--- config.mk ---
export PLATFORM = sky130hd
export DESIGN_NAME = timer_core
export DESIGN_NICKNAME = d
export VERILOG_FILES = /design/src/tmr_pkg.sv /design/src/tick_if.sv /design/src/clk_select.sv /design/src/timer_core.sv
export SDC_FILE = /design/constraint.sdc
export NUM_CORES = 1
export LEC_CHECK = 0
export ABC_CLOCK_PERIOD_IN_PS = 2250
export BUFFER_PORTS_ARGS = -buffer_cell sky130_fd_sc_hd__buf_2
export CELL_PAD_IN_SITES_DETAIL_PLACEMENT = 1
export CELL_PAD_IN_SITES_GLOBAL_PLACEMENT = 2
export CORE_MARGIN = 2
export CORE_UTILIZATION = 32
export CTS_BUF_LIST = sky130_fd_sc_hd__clkbuf_16
export DETAILED_ROUTE_END_ITERATION = 6
export PLACE_DENSITY = 0.79
export SLEW_MARGIN = 10
export SYNTH_ARGS = -nofsm -noshare
export SYNTH_HDL_FRONTEND = slang
export SYNTH_SLANG_ARGS = --single-unit
--- constraint.sdc ---
create_clock -name aclk -period 2.25 [get_ports aclk]
set_input_delay 0.45 -clock aclk [delete_from_list [all_inputs] [get_ports aclk]]
set_output_delay 0.45 -clock aclk [all_outputs]
set_load 0.005 [all_outputs]
--- src/tmr_pkg.sv ---
// Package with register map, field positions and codes for the timer block.
package tmr_pkg;
	localparam logic [7:0] ctrl_offset     = 8'h00;
	localparam logic [7:0] clksrc_offset   = 8'h04;
	localparam logic [7:0] cchigh_offset   = 8'h08;
	localparam logic [7:0] mode_offset     = 8'h0c;
	localparam logic [7:0] count_lo_offset = 8'h10;
	localparam logic [7:0] count_hi_offset = 8'h14;
	localparam logic [7:0] status_offset   = 8'h18;
	localparam int ctrl_on_bit   = 0;
	localparam int ctrl_wide_bit = 1;
	localparam int ctrl_sync_bit = 2;
	localparam int ctrl_ps_lsb   = 4;
	localparam logic [7:0] ctrl_mask   = 8'h37;
	localparam logic [7:0] clksrc_mask = 8'h0f;
	localparam logic [7:0] ctrl_reset   = 8'h00;
	localparam logic [7:0] clksrc_reset = 8'h00;
	localparam logic [7:0] cchigh_reset = 8'h00;
	localparam logic [3:0] cs_pin    = 4'h0;
	localparam logic [3:0] cs_sysq   = 4'h1;
	localparam logic [3:0] cs_sys    = 4'h2;
	localparam logic [3:0] cs_t0ovf  = 4'h9;
	localparam logic [3:0] cs_cell1  = 4'ha;
	localparam logic [3:0] cs_res_lo = 4'he;
	localparam logic [1:0] resp_okay   = 2'h0;
	localparam logic [1:0] resp_slverr = 2'h2;
	typedef enum logic [1:0]
	{
		fn_off     = 2'b00,
		fn_capture = 2'b01,
		fn_compare = 2'b10,
		fn_pwm     = 2'b11
	} unit_function_mode_t;
endpackage
--- src/tick_if.sv ---
`timescale 1ns/1ns
// Interface carrying the selected clock events from the source selector to the counter.
interface tick_if;
	logic tick;
	modport src (output tick);
	modport dst (input tick);
endinterface

--- src/clk_select.sv ---
`timescale 1ns/1ns
// Clock source selector with optional synchroniser and edge detector.
module clk_select
	import tmr_pkg::*;
(
	input  wire logic        aclk,      // System clock.
	input  wire logic        aresetn,   // Synchronous reset, active low.
	input  wire logic [3:0]  sel,       // Clock select code.
	input  wire logic        sync_off,  // One bypasses the synchroniser.
	input  wire logic [15:0] src_in,    // Source levels indexed by code.
	tick_if.src              tk         // One-cycle tick per rising source edge; a tick every cycle for the system clock.
);
	typedef struct packed
	{
		logic [15:0] s1;
		logic [15:0] s2;
		logic        prev;
		logic        tick;
	} sel_state_t;
	sel_state_t q, d;
	logic lvl;
	always_comb
	begin
		d = q;
		d.s1 = src_in;
		d.s2 = q.s1;
		// The system clock and its quarter are already on aclk, so they skip the flops.
		if (sel == cs_sys)
			lvl = 1'b1;
		else if (sel == cs_sysq || sync_off)
			lvl = src_in[sel];
		else
			lvl = q.s2[sel];
		d.prev = lvl;
		if (sel == cs_sys)
			d.tick = 1'b1;
		else if (sel >= cs_res_lo)
			d.tick = 1'b0; // Reserved codes give no clock.
		else
			d.tick = lvl & ~q.prev;
	end
	always_ff @(posedge aclk)
	begin
		if (!aresetn)
			q <= '0;
		else
			q <= d;
	end
	assign tk.tick = q.tick;
endmodule

--- src/timer_core.sv ---
`timescale 1ns/1ns
// Timer with prescaler, selectable clock, 16-bit access and capture/compare high byte.
// What this block does
// Prescaler 2-bit field divides by 1,2,4,8.
// Sync bit ignored for system clocks.
// Count only when enabled; clear gate flop.
// Wide mode buffers 16-bit counter access.
// 4-bit clock select; reserved codes idle.
// Code 0101 routes medium internal oscillator.
// Capture loads high byte from counter.
// Compare matches high byte with counter.
// Right-aligned PWM uses bits 1:0 only.
// Left-aligned PWM uses all eight bits.
module timer_core
	import tmr_pkg::*;
(
	input  wire logic        aclk,          // System clock, 100 MHz.
	input  wire logic        aresetn,       // Synchronous reset, active low.
	input  wire logic [7:0]  s_axi_awaddr,  // Write address.
	input  wire logic        s_axi_awvalid, // Write address valid.
	output logic             s_axi_awready, // Write address ready.
	input  wire logic [31:0] s_axi_wdata,   // Write data.
	input  wire logic [3:0]  s_axi_wstrb,   // Write strobes.
	input  wire logic        s_axi_wvalid,  // Write data valid.
	output logic             s_axi_wready,  // Write data ready.
	output logic [1:0]       s_axi_bresp,   // Write response.
	output logic             s_axi_bvalid,  // Write response valid.
	input  wire logic        s_axi_bready,  // Write response ready.
	input  wire logic [7:0]  s_axi_araddr,  // Read address.
	input  wire logic        s_axi_arvalid, // Read address valid.
	output logic             s_axi_arready, // Read address ready.
	output logic [31:0]      s_axi_rdata,   // Read data.
	output logic [1:0]       s_axi_rresp,   // Read response.
	output logic             s_axi_rvalid,  // Read data valid.
	input  wire logic        s_axi_rready,  // Read data ready.
	input  wire logic        ext_clk_pin,   // External clock pin.
	input  wire logic        hf_osc,        // High-frequency oscillator level.
	input  wire logic        lf_osc,        // Low-frequency oscillator level.
	input  wire logic        medium_internal_osc,  // 500 kHz oscillator level.
	input  wire logic        medium_osc_slow,      // 32 kHz oscillator level.
	input  wire logic        sec_osc,       // Secondary oscillator level.
	input  wire logic        sysq_clk,      // System clock quarter enable level.
	input  wire logic        t0_overflow,   // Other timer overflow level.
	input  wire logic [3:0]  cell_out,      // Logic cell outputs.
	input  wire logic        capture_evt,   // Capture event level.
	output logic             compare_match, // High byte matches counter high byte.
	output logic [9:0]       pwm_duty,      // Duty value from the high byte.
	output logic             gate_q         // Gate flip-flop state.
);
	typedef struct packed
	{
		logic [7:0]  ctrl;
		logic [7:0]  clksrc;
		logic [7:0]  cchigh;
		logic [7:0]  mode;
		logic [15:0] count;
		logic [7:0]  hi_buf;
		logic [2:0]  pre;
		logic        gate;
		logic [1:0]  cap_s;
		logic        cap_prev;
		logic        match;
		logic [9:0]  duty;
		logic        aw_got;
		logic        w_got;
		logic [7:0]  aw_addr;
		logic [31:0] w_data;
		logic        bvalid;
		logic [1:0]  bresp;
		logic        rvalid;
		logic [31:0] rdata;
		logic [1:0]  rresp;
		logic        aw_rdy;
		logic        w_rdy;
		logic        ar_rdy;
	} core_state_t;
	core_state_t q, d;
	tick_if tk ();
	logic [15:0] srcs;
	logic        do_wr;
	logic        do_rd;
	logic [2:0]  pre_max;
	logic        inc;
	unit_function_mode_t fmode;
	assign srcs = {2'b00, cell_out, t0_overflow, 1'b0, sec_osc, medium_osc_slow,
		medium_internal_osc, lf_osc, hf_osc, 1'b1, sysq_clk, ext_clk_pin};
	clk_select u_sel
	(
		.aclk     (aclk),
		.aresetn  (aresetn),
		.sel      (q.clksrc[3:0]),
		.sync_off (q.ctrl[ctrl_sync_bit]),
		.src_in   (srcs),
		.tk       (tk.src)
	);
	assign fmode = unit_function_mode_t'(q.mode[1:0]);
	assign do_wr = q.aw_got && q.w_got && !q.bvalid;
	assign do_rd = s_axi_arvalid && !q.rvalid;
	always_comb
	begin
		d = q;
		inc = 1'b0;
		if (s_axi_awvalid && !q.aw_got)
		begin
			d.aw_got = 1'b1;
			d.aw_addr = s_axi_awaddr;
		end
		if (s_axi_wvalid && !q.w_got)
		begin
			d.w_got = 1'b1;
			d.w_data = s_axi_wdata & {{8{s_axi_wstrb[3]}}, {8{s_axi_wstrb[2]}},
				{8{s_axi_wstrb[1]}}, {8{s_axi_wstrb[0]}}};
		end
		if (q.bvalid && s_axi_bready)
			d.bvalid = 1'b0;
		if (q.rvalid && s_axi_rready)
			d.rvalid = 1'b0;
		// Prescaler: divide the tick by 2 to the power of the field.
		case (q.ctrl[ctrl_ps_lsb +: 2])
			2'b00:   pre_max = 3'd0;
			2'b01:   pre_max = 3'd1;
			2'b10:   pre_max = 3'd3;
			2'b11:   pre_max = 3'd7;
			default: pre_max = 3'd0;
		endcase
		if (!q.ctrl[ctrl_on_bit])
		begin
			d.pre = 3'd0;
			d.gate = 1'b0;
		end
		else
		begin
			d.gate = 1'b1;
			if (tk.tick)
			begin
				if (q.pre >= pre_max)
				begin
					d.pre = 3'd0;
					inc = 1'b1;
				end
				else
					d.pre = q.pre + 3'd1;
			end
		end
		if (inc)
			d.count = q.count + 16'h0001;
		// Capture samples a synchronised rising edge of the event input.
		d.cap_s = {q.cap_s[0], capture_evt};
		d.cap_prev = q.cap_s[1];
		d.match = (fmode == fn_compare) && (q.cchigh == q.count[15:8]);
		if (fmode == fn_pwm)
		begin
			if (q.mode[2])
				d.duty = {q.cchigh, 2'b00};
			else
				d.duty = {q.cchigh[1:0], 8'h00};
		end
		else
			d.duty = 10'h000;
		if (do_wr)
		begin
			d.aw_got = 1'b0;
			d.w_got = 1'b0;
			d.bvalid = 1'b1;
			d.bresp = resp_okay;
			case (q.aw_addr)
				ctrl_offset:   d.ctrl = q.w_data[7:0] & ctrl_mask;
				clksrc_offset: d.clksrc = q.w_data[7:0] & clksrc_mask;
				cchigh_offset: d.cchigh = q.w_data[7:0];
				mode_offset:   d.mode = {5'h00, q.w_data[2:0]};
				count_lo_offset:
					// Wide mode commits the buffered high byte with the low byte.
					if (q.ctrl[ctrl_wide_bit])
						d.count = {q.hi_buf, q.w_data[7:0]};
					else
						d.count = {d.count[15:8], q.w_data[7:0]};
				count_hi_offset:
					if (q.ctrl[ctrl_wide_bit])
						d.hi_buf = q.w_data[7:0];
					else
						d.count = {q.w_data[7:0], d.count[7:0]};
				default: d.bresp = resp_slverr;
			endcase
		end
		// Capture follows the bus write so that it wins a clash on the high byte.
		if (fmode == fn_capture && q.cap_s[1] && !q.cap_prev)
			d.cchigh = q.count[15:8];
		if (do_rd)
		begin
			d.rvalid = 1'b1;
			d.rresp = resp_okay;
			d.rdata = 32'h0000_0000;
			case (s_axi_araddr)
				ctrl_offset:   d.rdata[7:0] = q.ctrl;
				clksrc_offset: d.rdata[7:0] = q.clksrc;
				cchigh_offset: d.rdata[7:0] = q.cchigh;
				mode_offset:   d.rdata[7:0] = q.mode;
				count_lo_offset:
				begin
					d.rdata[7:0] = q.count[7:0];
					if (q.ctrl[ctrl_wide_bit])
						d.hi_buf = q.count[15:8];
				end
				count_hi_offset:
					d.rdata[7:0] = q.ctrl[ctrl_wide_bit] ? q.hi_buf : q.count[15:8];
				status_offset: d.rdata[2:0] = {q.match, q.gate, tk.tick};
				default:       d.rresp = resp_slverr;
			endcase
		end
		// Readies are kept in flops of their own so that every bus output leaves a register.
		d.aw_rdy = !d.aw_got;
		d.w_rdy  = !d.w_got;
		d.ar_rdy = !d.rvalid;
	end
	always_ff @(posedge aclk)
	begin
		if (!aresetn)
		begin
			q <= '0;
			q.ctrl <= ctrl_reset;
			q.clksrc <= clksrc_reset;
			q.cchigh <= cchigh_reset;
			q.aw_rdy <= 1'b1;
			q.w_rdy <= 1'b1;
			q.ar_rdy <= 1'b1;
		end
		else
			q <= d;
	end
	assign s_axi_awready = q.aw_rdy;
	assign s_axi_wready  = q.w_rdy;
	assign s_axi_bvalid  = q.bvalid;
	assign s_axi_bresp   = q.bresp;
	assign s_axi_arready = q.ar_rdy;
	assign s_axi_rvalid  = q.rvalid;
	assign s_axi_rdata   = q.rdata;
	assign s_axi_rresp   = q.rresp;
	assign compare_match = q.match;
	assign pwm_duty      = q.duty;
	assign gate_q        = q.gate;

	a_stop_clears_gate: assert property (@(posedge aclk) disable iff (!aresetn)
		!q.ctrl[ctrl_on_bit] |=> !q.gate && $stable(q.count) || $past(do_wr))
		else $error("gate or count moved while disabled");
	a_count_steps: assert property (@(posedge aclk) disable iff (!aresetn)
		(q.count != $past(q.count)) |-> $past(inc) || $past(do_wr))
		else $error("counter changed without a tick");
	a_div8_spacing: assert property (@(posedge aclk) disable iff (!aresetn)
		inc && q.ctrl[5:4] == 2'b11 |=> (!inc || q.ctrl[5:4] != 2'b11) [*7])
		else $error("divide by eight too fast");
	a_capture_load: assert property (@(posedge aclk) disable iff (!aresetn)
		fmode == fn_capture && q.cap_s[1] && !q.cap_prev
		|=> q.cchigh == $past(q.count[15:8]))
		else $error("capture did not load high byte");
	a_compare_flag: assert property (@(posedge aclk) disable iff (!aresetn)
		fmode == fn_compare && q.cchigh == q.count[15:8] |=> compare_match)
		else $error("compare match missed");
	a_pwm_right: assert property (@(posedge aclk) disable iff (!aresetn)
		fmode == fn_pwm && !q.mode[2]
		|=> pwm_duty[9:8] == $past(q.cchigh[1:0]) && pwm_duty[7:0] == 8'h00)
		else $error("right aligned duty used high bits");
	a_pwm_left: assert property (@(posedge aclk) disable iff (!aresetn)
		fmode == fn_pwm && q.mode[2] |=> pwm_duty[9:2] == $past(q.cchigh))
		else $error("left aligned duty wrong");
	a_reserved_idle: assert property (@(posedge aclk) disable iff (!aresetn)
		q.clksrc[3:0] >= cs_res_lo [*2] |=> !tk.tick)
		else $error("reserved source ticked");
	a_sys_tick: assert property (@(posedge aclk) disable iff (!aresetn)
		q.clksrc[3:0] == cs_sys [*2] |-> tk.tick)
		else $error("system clock not every cycle");
	a_write_resp: assert property (@(posedge aclk) disable iff (!aresetn)
		do_wr |=> s_axi_bvalid)
		else $error("no write response");
	c_capture: cover property (@(posedge aclk) fmode == fn_capture && q.cap_s[1] && !q.cap_prev);
	c_match: cover property (@(posedge aclk) compare_match);
	c_div8: cover property (@(posedge aclk) inc && q.ctrl[5:4] == 2'b11);
	c_wide: cover property (@(posedge aclk) do_wr && q.ctrl[ctrl_wide_bit]);
endmodule

==> results.sh, run 1 <==
export IMPL_status="finished, final reports clean"
export IMPL_die_h_um=139
export IMPL_cts_tree="built"
export IMPL_p_sw_mw=1.26
export IMPL_crit_path_top_delay_cell="or4_4"
export IMPL_dpl_hpwl_um=12600
export IMPL_post_synth_top_area_fraction_pct=41.1
export IMPL_power_leakage_nw=2.59
export IMPL_ir_worst_vdd_uv=555
export IMPL_syn2layout_area_growth_pct=17.8
export IMPL_intPower_mw=4.15
export IMPL_ys_seq_area_share_pct=41.1
export IMPL_crit_chain="or4_4 -> nor4_4 -> buf_4 -> a31oi_2 -> a221oi_1 -> nor3_1"
export IMPL_die_w_um=139
export IMPL_num_rows=49
export IMPL_hp_class="in2reg"
export IMPL_cts_buffer_depth=2
export IMPL_tightest_slew_ns=0.687
export IMPL_dieArea_um2=19200
export IMPL_ys_seq_elements=119
export IMPL_crit_fanout=8
export IMPL_cp_required_ns=2.54
export IMPL_critical_path_arrival_ns=2.41
export IMPL_ios=125
export IMPL_hold_violations=0
export IMPL_period_needed_ns=2.12
export IMPL_yosys_warnings=0
export IMPL_clock_latency_ns=0.42
export IMPL_drv_cap=0
export IMPL_grt_max_degree=29
export IMPL_rsz0062_at_grt="no"
export IMPL_power_density_nw_per_um2=791
export IMPL_cts_buffers=17
export IMPL_slew_violations=0
export IMPL_critPathKind="reg2reg"
export IMPL_track_usage_pct=18.2
export IMPL_antenna_found_initial=0
export IMPL_max_freq_ghz=0.471
export IMPL_fin_total_pwr_mw=5.40
export IMPL_cts_root_buf="clkbuf_16"
export IMPL_cpPeakStageDelay_ns=0.60
export IMPL_grt_pass1_vias=5229
export IMPL_n_antenna_cell=0
export IMPL_drive_above_1_share_pct=19.0
export IMPL_nNetsFinal=807
export IMPL_synth_area_leaders="dfxtp_1, buf_4, mux2i_1"
export IMPL_setup_worst_path_start_class="register"
export IMPL_first_iter_violations=336
export IMPL_dp_cells=939
export IMPL_netlist_area_um2=5800
export IMPL_fin_setup_tns_ns=0
export IMPL_share_comb_of_total_power_pct=5.7
export IMPL_fin_skew_ns=0.0135
export IMPL_drt_pass1_iterations=4
export IMPL_cts_sinks=119
export IMPL_n_fill_cell=2134
export IMPL_max_slew_margin_rel_pct=53.6
export IMPL_finalNonFillerCells=972
export IMPL_synth_top_cell_by_area="dfxtp_1"
export IMPL_synthMostInstantiatedCell="dfxtp_1"
export IMPL_htree_levels=4
export IMPL_pwr_share_clk_pct=53.3
export IMPL_grt_overflow=0
export IMPL_start_util_pct=32.4
export IMPL_async_reset_ff_share_pct=0
export IMPL_syn_area_per_cell_um2=8.53
export IMPL_grt_pass1_wl_um=27900
export IMPL_holdBufCountCts=0
export IMPL_port_buffers=69
export IMPL_drc=0
export IMPL_synth_edf_count=0
export IMPL_wire_per_inst_um=17.7
export IMPL_p_seq_share_pct=41.0
export IMPL_antenna_left=0
export IMPL_setup_viol=0
export IMPL_via_per_inst=5.13
export IMPL_endpoint_kind="register"
export IMPL_routed_via_count=4989
export IMPL_wirelength_um=17200
export IMPL_dpl_cell_area_um2=6190
export IMPL_place_gp_congestion=0.912
export IMPL_finalInstanceArea_um2=6830
export IMPL_synth_commonest_cells="dfxtp_1, nand2_1, buf_4, o21ai_0, nor2_1"
export IMPL_core_region_area_um2=17900
export IMPL_synth_ff_type="dfxtp_1"
export IMPL_power_share_switching_pct=23.2
export IMPL_period_share_pct=94.4
export IMPL_synth_cells=680
export IMPL_path_clk_slew_ns=0.06
export IMPL_ys_types=54
## worst max-delay path, delay by kind of cell (launching register included)
family	cells	cell delay (ns)
AND/OR/NAND/NOR	3	0.96
AO/OA/AOI/OAI	2	0.50
flip-flops	1	0.31
buffers and inverters	1	0.21
## registers in the layout, indices dropped and copies added (netlist names), 2 cells and up
register	cells
q	64
fmode	2
pwm_duty	8
u_sel.d	12
u_sel.q	13
s_axi_rdata	8
d	2
## cells by family (layout without fill, tap and decap cells)
| logic type | count (synthesis) | after routing | share of synthesized area [%] |
|---|---|---|---|
| adders and majority gates | 5 | 5 | 1.08 |
| buffers and inverters | 105 | 141 | 10.0 |
| other | 1 | 28 | 0.0647 |
| muxes | 33 | 33 | 6.21 |
| DFF | 119 | 119 | 41.1 |
| AOI/OAI and AO/OA | 147 | 147 | 16.1 |
| and+or+nand+nor | 249 | 249 | 22.3 |
| xor gates and xnor gates | 21 | 21 | 3.17 |
## layout make-up
| cell class | instances | area [µm²] | area share (%) |
|---|---|---|---|
| Tap cell | 229 | 287 | 4.20 |
| Sequential cell | 119 | 2380 | 34.9 |
| Clock buffer | 17 | 425 | 6.23 |
| Clock inverter | 15 | 200 | 2.93 |
| Multi-Input combinational cell | 483 | 2940 | 43.1 |
| Inverter | 14 | 52.6 | 0.770 |
| Timing Repair Buffer | 95 | 541 | 7.91 |
## path summary, 6_finish.rpt
check              start         end  slack, ns  depth (start not counted)
max                q[74]      q[138]       0.13                          6
min          capture_evt       d[96]       0.24                          2
max reg2reg        q[74]      q[138]       0.13                          6
min reg2reg   u_sel.d[4]  u_sel.q[4]       0.44                          1
## layer usage
layer | up-vias | global-route usage (%) | part of all wire (%)
met5 | - | 0 | 0
met4 | 0 | 5.37 | 1.5
met3 | 17 | 4.56 | 5.9
met2 | 127 | 30.4 | 48
met1 | 2417 | 23.5 | 44
li1 | 2428 | - | -
## power by group through the flow
| stage | Combinational, mW | Sequential, mW | Clock, mW |
|---|---|---|---|
| final | 0.306 | 2.21 | 2.88 |
| after detailed placement | 0.303 | 2.26 | 0 |
| after global routing | 0.343 | 2.22 | 3.06 |
| after global placement | 0.292 | 2.26 | 0 |
| after floorplan | 0.237 | 2.24 | 0 |
| after CTS | 0.305 | 2.21 | 2.94 |
## placed cells by master, fill, tap and decap left out, types with 5 or more instances in the layout
| cell type | netlist | layout |
|---|---|---|
| nand3_1 | 40 | 40 |
| mux2i_1 | 27 | 27 |
| o22ai_1 | 8 | 8 |
| nand4_1 | 8 | 8 |
| conb_1 | 1 | 28 |
| buf_4 | 46 | 26 |
| o21ai_0 | 45 | 45 |
| ha_1 | 5 | 5 |
| a211oi_1 | 6 | 6 |
| a31oi_1 | 10 | 10 |
| a22o_1 | 5 | 5 |
| buf_2 | 6 | 69 |
| inv_1 | 14 | 15 |
| clkbuf_16 | 0 | 17 |
| dfxtp_1 | 119 | 119 |
| xor2_1 | 9 | 9 |
| and2_1 | 34 | 34 |
| a21oi_1 | 34 | 34 |
| nand2_1 | 64 | 64 |
| a221oi_1 | 12 | 12 |
| nor2_1 | 43 | 43 |
| nor3_1 | 14 | 14 |
| nand2b_1 | 9 | 9 |
| xnor2_1 | 12 | 12 |
| nor2b_1 | 9 | 9 |
## through the flow
| step | hold slack [ns] | utilization [%] | setup WS, ns |
|---|---|---|---|
| floorplan | 0.412 | - | 0.207 |
| global placement | 0.414 | 34.6 | 0.0757 |
| detailed placement | 0.421 | 34.6 | 0.0265 |
| CTS | 0.233 | 38.1 | 0.00895 |
| global route | 0.239 | 38.1 | 0.0201 |
| finish | 0.244 | 38.1 | 0.127 |
## timing repair
| action | 4_1_cts | 5_1_grt |
|---|---|---|
| gates resized for setup | 0 | 2 |
| setup buffers | 0 | 1 |
| setup endpoints to repair | 0 | 18 |
No activity file was read; power rests on OpenSTA's default activity.
==> run 2, diff against run 1 <==
- CELL_PAD_IN_SITES_DETAIL_PLACEMENT: 1 -> 0
- CELL_PAD_IN_SITES_GLOBAL_PLACEMENT: 2 -> 1
- CORE_UTILIZATION: 32 -> 40
- PLACE_DENSITY: 0.79 -> 0.78
==> run 2 against run 1 <==
Effect of this change: global-route usage grew 1.4 points; sequential cell count is the same; worst hold slack gained 0.0015 ns; register-to-register slack is essentially flat; highest routed layer unchanged.
==> results.sh, run 2 (synthesis results as in run 1) <==
export IMPL_drv_cap=0
export IMPL_cp_required_ns=2.54
export IMPL_reg2reg_slack_ns=0.13
export IMPL_dieArea_um2=15500
export IMPL_cts_buffers=17
export IMPL_crit_path_top_delay_cell="or4_4"
export IMPL_postLayoutCoreUtil_pct=46.5
export IMPL_cp_startpoint="q[74]"
export IMPL_fin_setup_tns_ns=0
export IMPL_period_needed_ns=2.12
export IMPL_cts_tree="built"
export IMPL_finalNonFillerCells=929
export IMPL_largest_reg_flops=64
export IMPL_dpl_worst_slack_ns=0.0455
export IMPL_hold_depth=2
export IMPL_clock_latency_ns=0.41
export IMPL_crit_fanout=8
export IMPL_grt_overflow=0
export IMPL_drt_pass1_iterations=5
export IMPL_via_per_inst=5.27
export IMPL_ios=125
export IMPL_period_share_pct=94.4
export IMPL_drive_above_1_share_pct=18.9
export IMPL_routed_via_count=4898
export IMPL_finalInstanceArea_um2=6680
export IMPL_slew_violations=0
export IMPL_syn2layout_area_growth_pct=15.1
export IMPL_rsz0062_at_grt="no"
export IMPL_n_antenna_cell=0
export IMPL_crit_chain="or4_4 -> nor4_4 -> a31oi_2 -> a221oi_1 -> nor2_1"
export IMPL_top_register="q"
export IMPL_cts_root_buf="clkbuf_16"
export IMPL_htree_levels=4
export IMPL_max_freq_ghz=0.471
export IMPL_post_route_worst_setup_slack_ns=0.126
export IMPL_dpl_hpwl_um=10900
export IMPL_fin_total_pwr_mw=4.79
export IMPL_power_density_nw_per_um2=717
export IMPL_critPathBufInv=0
export IMPL_hp_class="in2reg"
export IMPL_antenna_found_initial=0
export IMPL_port_buffers=69
export IMPL_place_gp_congestion=0.880
export IMPL_r2r_end="q[136]"
export IMPL_start_util_pct=40.4
export IMPL_die_w_um=124
export IMPL_grt_pass1_vias=4788
export IMPL_cp_endpoint="q[136]"
export IMPL_track_usage_pct=19.6
export IMPL_dp_cells=895
export IMPL_cpPeakStageDelay_ns=0.60
export IMPL_status="finished, final reports clean"
export IMPL_cts_sinks=119
export IMPL_critPathTopFamily="simple AND/OR/NAND/NOR gates"
export IMPL_r2r_start="q[74]"
export IMPL_antenna_left=0
export IMPL_drc=0
export IMPL_critical_path_arrival_ns=2.41
export IMPL_crit_cells=5
export IMPL_wirelength_um=14800
export IMPL_setup_worst_path_start_class="register"
export IMPL_max_slew_margin_rel_pct=62.3
export IMPL_fin_hold_ws_ns=0.245
export IMPL_core_region_area_um2=14400
export IMPL_wire_per_inst_um=15.9
export IMPL_nNetsFinal=809
export IMPL_fin_skew_ns=0.00918
export IMPL_critPathKind="reg2reg"
export IMPL_final_common_cell="dfxtp_1"
export IMPL_r2r_cells=5
export IMPL_power_leakage_nw=2.56
export IMPL_dpl_cell_area_um2=6140
export IMPL_layout_common_cells="dfxtp_1, buf_2, nand2_1"
export IMPL_grt_pass1_wl_um=24400
export IMPL_ir_worst_vdd_uv=561
export IMPL_path_clk_slew_ns=0.05
export IMPL_first_iter_violations=308
export IMPL_hold_violations=0
export IMPL_setup_viol=0
export IMPL_tightest_slew_ns=0.564
export IMPL_die_h_um=124
export IMPL_cts_buffer_depth=2
export IMPL_endpoint_kind="register"
export IMPL_grt_max_degree=29
export IMPL_num_rows=44
[run 2: cell types whose count changed in the layout (fill, tap and decap cells not counted), sizes merged]
cell	previous run	this run
clkinvlp	2	3
inv	18	17
clkinv	5	9
bufinv	4	0
buf	95	97
[run 2: worst min-delay path by stage]
stage | start | endpoint | slack, ns
2_1_floorplan | d[96] | d[94] | 0.41
4_1_cts | capture_evt | d[96] | 0.23
5_1_grt | cell_out[0] | u_sel.d[12] | 0.24
6_report | capture_evt | d[96] | 0.25
3_5_place_dp | u_sel.d[2] | u_sel.q[2] | 0.42
3_3_place_gp | u_sel.d[2] | u_sel.q[2] | 0.41
[run 2: worst reg2reg max path, delay by kind of cell (launching register included)]
kind | cells | cell delay [ns]
compound gates | 2 | 0.60
flops | 1 | 0.31
simple gates | 3 | 1.09
[run 2: cell type report]
cell class	instances	area, µm²
fillers	1390	7690
repair buffers	97	556
clock buffers	17	425
multi-input cells	483	2960
flip-flops and latches	119	2380
inverters	14	52.6
clock inverters	15	73.8
well taps	184	230
[run 2: timing repair]
item	CTS	global route
endpoints found under the setup margin	0	14
setup buffers	0	2
hold buffers	0	0
resized for setup	0	5
[run 2: where the power goes]
group          total (mW)  internal, mW  switching, mW
logic               0.296         0.124          0.172
clock network        2.28          1.36          0.919
registers            2.21          2.17         0.0468
[run 2: layer usage]
metal	wire (µm)	GRT usage [%]	part of all wire [%]	up-vias
met4	250	6.35	1.7	0
met3	962	5.84	6.5	20
met1	6680	25.8	45	2273
li1	-	-	-	2430
met5	0	0	0	-
met2	6900	31.0	47	175
==> run 3, diff against run 2 <==
- CAP_MARGIN: unset -> 15
- CORE_UTILIZATION: 40 -> 41
- PLACE_DENSITY: 0.78 -> 0.79
- SYNTH_HIERARCHICAL: unset -> 1
==> run 3 against run 2 <==
Effect of this change: wire length up 12%; worst hold slack got worse by 0.0032 ns; synthesized area increased by 8.0%; sequential cell count rose by 6; worst setup slack worse by 0.12 ns; synthesized cell count increased by 5.7%; clock-buffer cell count stayed put; sequential power increased by 5%; critical path depth stayed put; combinational power increased by 5%; first-iteration DRC count increased by 57%; non-clock buffer count down 4; critical path type unchanged; largest power group unchanged; highest routed layer unchanged.
==> results.sh, run 3 <==
export IMPL_grt_max_degree=39
export IMPL_setup_viol=0
export IMPL_setup_worst_path_start_class="register"
export IMPL_critical_path_arrival_ns=2.54
export IMPL_num_rows=45
export IMPL_layout_common_cells="dfxtp_1, nand2_1, buf_2"
export IMPL_period_share_pct=99.8
export IMPL_cts_buffer_depth=2
export IMPL_ios=125
export IMPL_fin_total_pwr_mw=5.42
export IMPL_htree_levels=4
export IMPL_syn_area_per_cell_um2=8.71
export IMPL_dpl_hpwl_um=11800
export IMPL_fin_hold_ws_ns=0.242
export IMPL_antenna_found_initial=0
export IMPL_drt_pass1_iterations=5
export IMPL_place_gp_congestion=0.941
export IMPL_drc=0
export IMPL_start_util_pct=41.6
export IMPL_grt_overflow=0
export IMPL_port_buffers=69
export IMPL_rsz0062_at_grt="yes"
export IMPL_max_slew_margin_rel_pct=44.0
export IMPL_cts_setup_buffers=0
export IMPL_cp_required_ns=2.55
export IMPL_crit_fanout=7
export IMPL_cp_startpoint="q[74]"
export IMPL_final_common_cell="dfxtp_1"
export IMPL_tightest_slew_ns=0.829
export IMPL_wire_per_inst_um=17.0
export IMPL_r2r_start="q[74]"
export IMPL_dieArea_um2=16300
export IMPL_core_region_area_um2=15000
export IMPL_syn2layout_area_growth_pct=15.6
export IMPL_endpoint_kind="register"
export IMPL_via_per_inst=5.37
export IMPL_cts_sinks=125
export IMPL_r2r_cells=5
export IMPL_fin_setup_tns_ns=0
export IMPL_hp_class="in2reg"
export IMPL_status="finished, final reports clean"
export IMPL_period_needed_ns=2.25
export IMPL_wirelength_um=16600
export IMPL_postLayoutCoreUtil_pct=48.1
export IMPL_path_clk_slew_ns=0.06
export IMPL_grt_pass1_wl_um=26400
export IMPL_track_usage_pct=20.7
export IMPL_hold_depth=2
export IMPL_die_w_um=128
export IMPL_die_h_um=128
export IMPL_largest_reg_flops=64
export IMPL_critPathKind="reg2reg"
export IMPL_cts_buffers=17
export IMPL_netlist_area_um2=6260
export IMPL_cts_tree="built"
export IMPL_routed_via_count=5234
export IMPL_finalInstanceArea_um2=7240
export IMPL_dpl_cell_area_um2=6600
export IMPL_max_freq_ghz=0.445
export IMPL_hold_violations=0
export IMPL_ir_worst_vdd_uv=568
export IMPL_yosys_warnings=6
export IMPL_grt_pass1_vias=5047
export IMPL_power_leakage_nw=2.82
export IMPL_cts_root_buf="clkbuf_16"
export IMPL_nNetsFinal=851
export IMPL_antenna_left=0
export IMPL_fin_skew_ns=0.0114
export IMPL_top_register="q"
export IMPL_synth_cells=719
export IMPL_power_density_nw_per_um2=750
export IMPL_n_antenna_cell=0
export IMPL_clock_latency_ns=0.42
export IMPL_drv_cap=0
export IMPL_first_iter_violations=485
export IMPL_drive_above_1_share_pct=19.2
export IMPL_min_from="lf_osc"
export IMPL_slew_violations=0
[run 3: cell types whose count changed in the layout (fill, tap and decap cells not counted), moves of 7 or more]
cell / previous run / this run
mux2i_1: 27 / 45
nand3_1: 40 / 33
nor2_1: 43 / 25
nor2b_1: 9 / 30
nand2_1: 64 / 72
o21ai_1: 0 / 8
nor3_1: 14 / 4
and2_1: 34 / 44
a21boi_0: 0 / 11
[run 3: path summary, 6_finish.rpt]
path | slack [ns] | to
worst min register to register | 0.43 | u_sel/q[10]
worst max-delay path | 0.004 | q[110]
worst max register to register | 0.004 | q[110]
worst min-delay path | 0.24 | u_sel/d[6]
[run 3: final cells by class]
cell class                      instances  area (µm²)
Fill cell                            1475        7800
Tap cell                              188         235
Clock inverter                         15         176
Multi-Input combinational cell        526        3320
Timing Repair Buffer                   93         538
Inverter                               11        41.3
Sequential cell                       125        2500
Clock buffer                           17         425
[run 3: timing repair]
item,in CTS,in global routing
endpoints found under the setup margin,0,28
hold buffers,0,0
resized for setup,0,13
endpoints found under the hold margin,0,0
[run 3: worst max-delay path, stage by stage (launching register included)]
cell and delay [ns]:
dfxtp_2 0.32, or4_4 0.53, or4_4 0.46, or4b_4 0.61
o21ai_1 0.16, a21oi_1 0.06
[run 3: metrics by stage]
stage / setup WS (ns) / instances
finish: 0.00407 / 975
global route: -0.0707 / 975
CTS: 0.00912 / 974
detailed placement: 0.0150 / 942
global placement: 0.0198 / 942
floorplan: -0.0496 / 752
[run 3: where the power goes]
part,internal (mW),leakage [nW],switching [mW]
registers,2.27,1.02,0.0559
logic,0.139,1.52,0.172
clock network,1.67,0.284,1.11
[run 3: per-layer routing]
layer	GRT usage (%)	part of all wire, %	wire (µm)	vias to the layer above
met2	32.3	45	7530	188
met4	8.08	2.0	337	0
met5	0	0	0	-
met1	28.1	47	7730	2446
met3	4.36	6.0	999	27
li1	-	-	-	2573
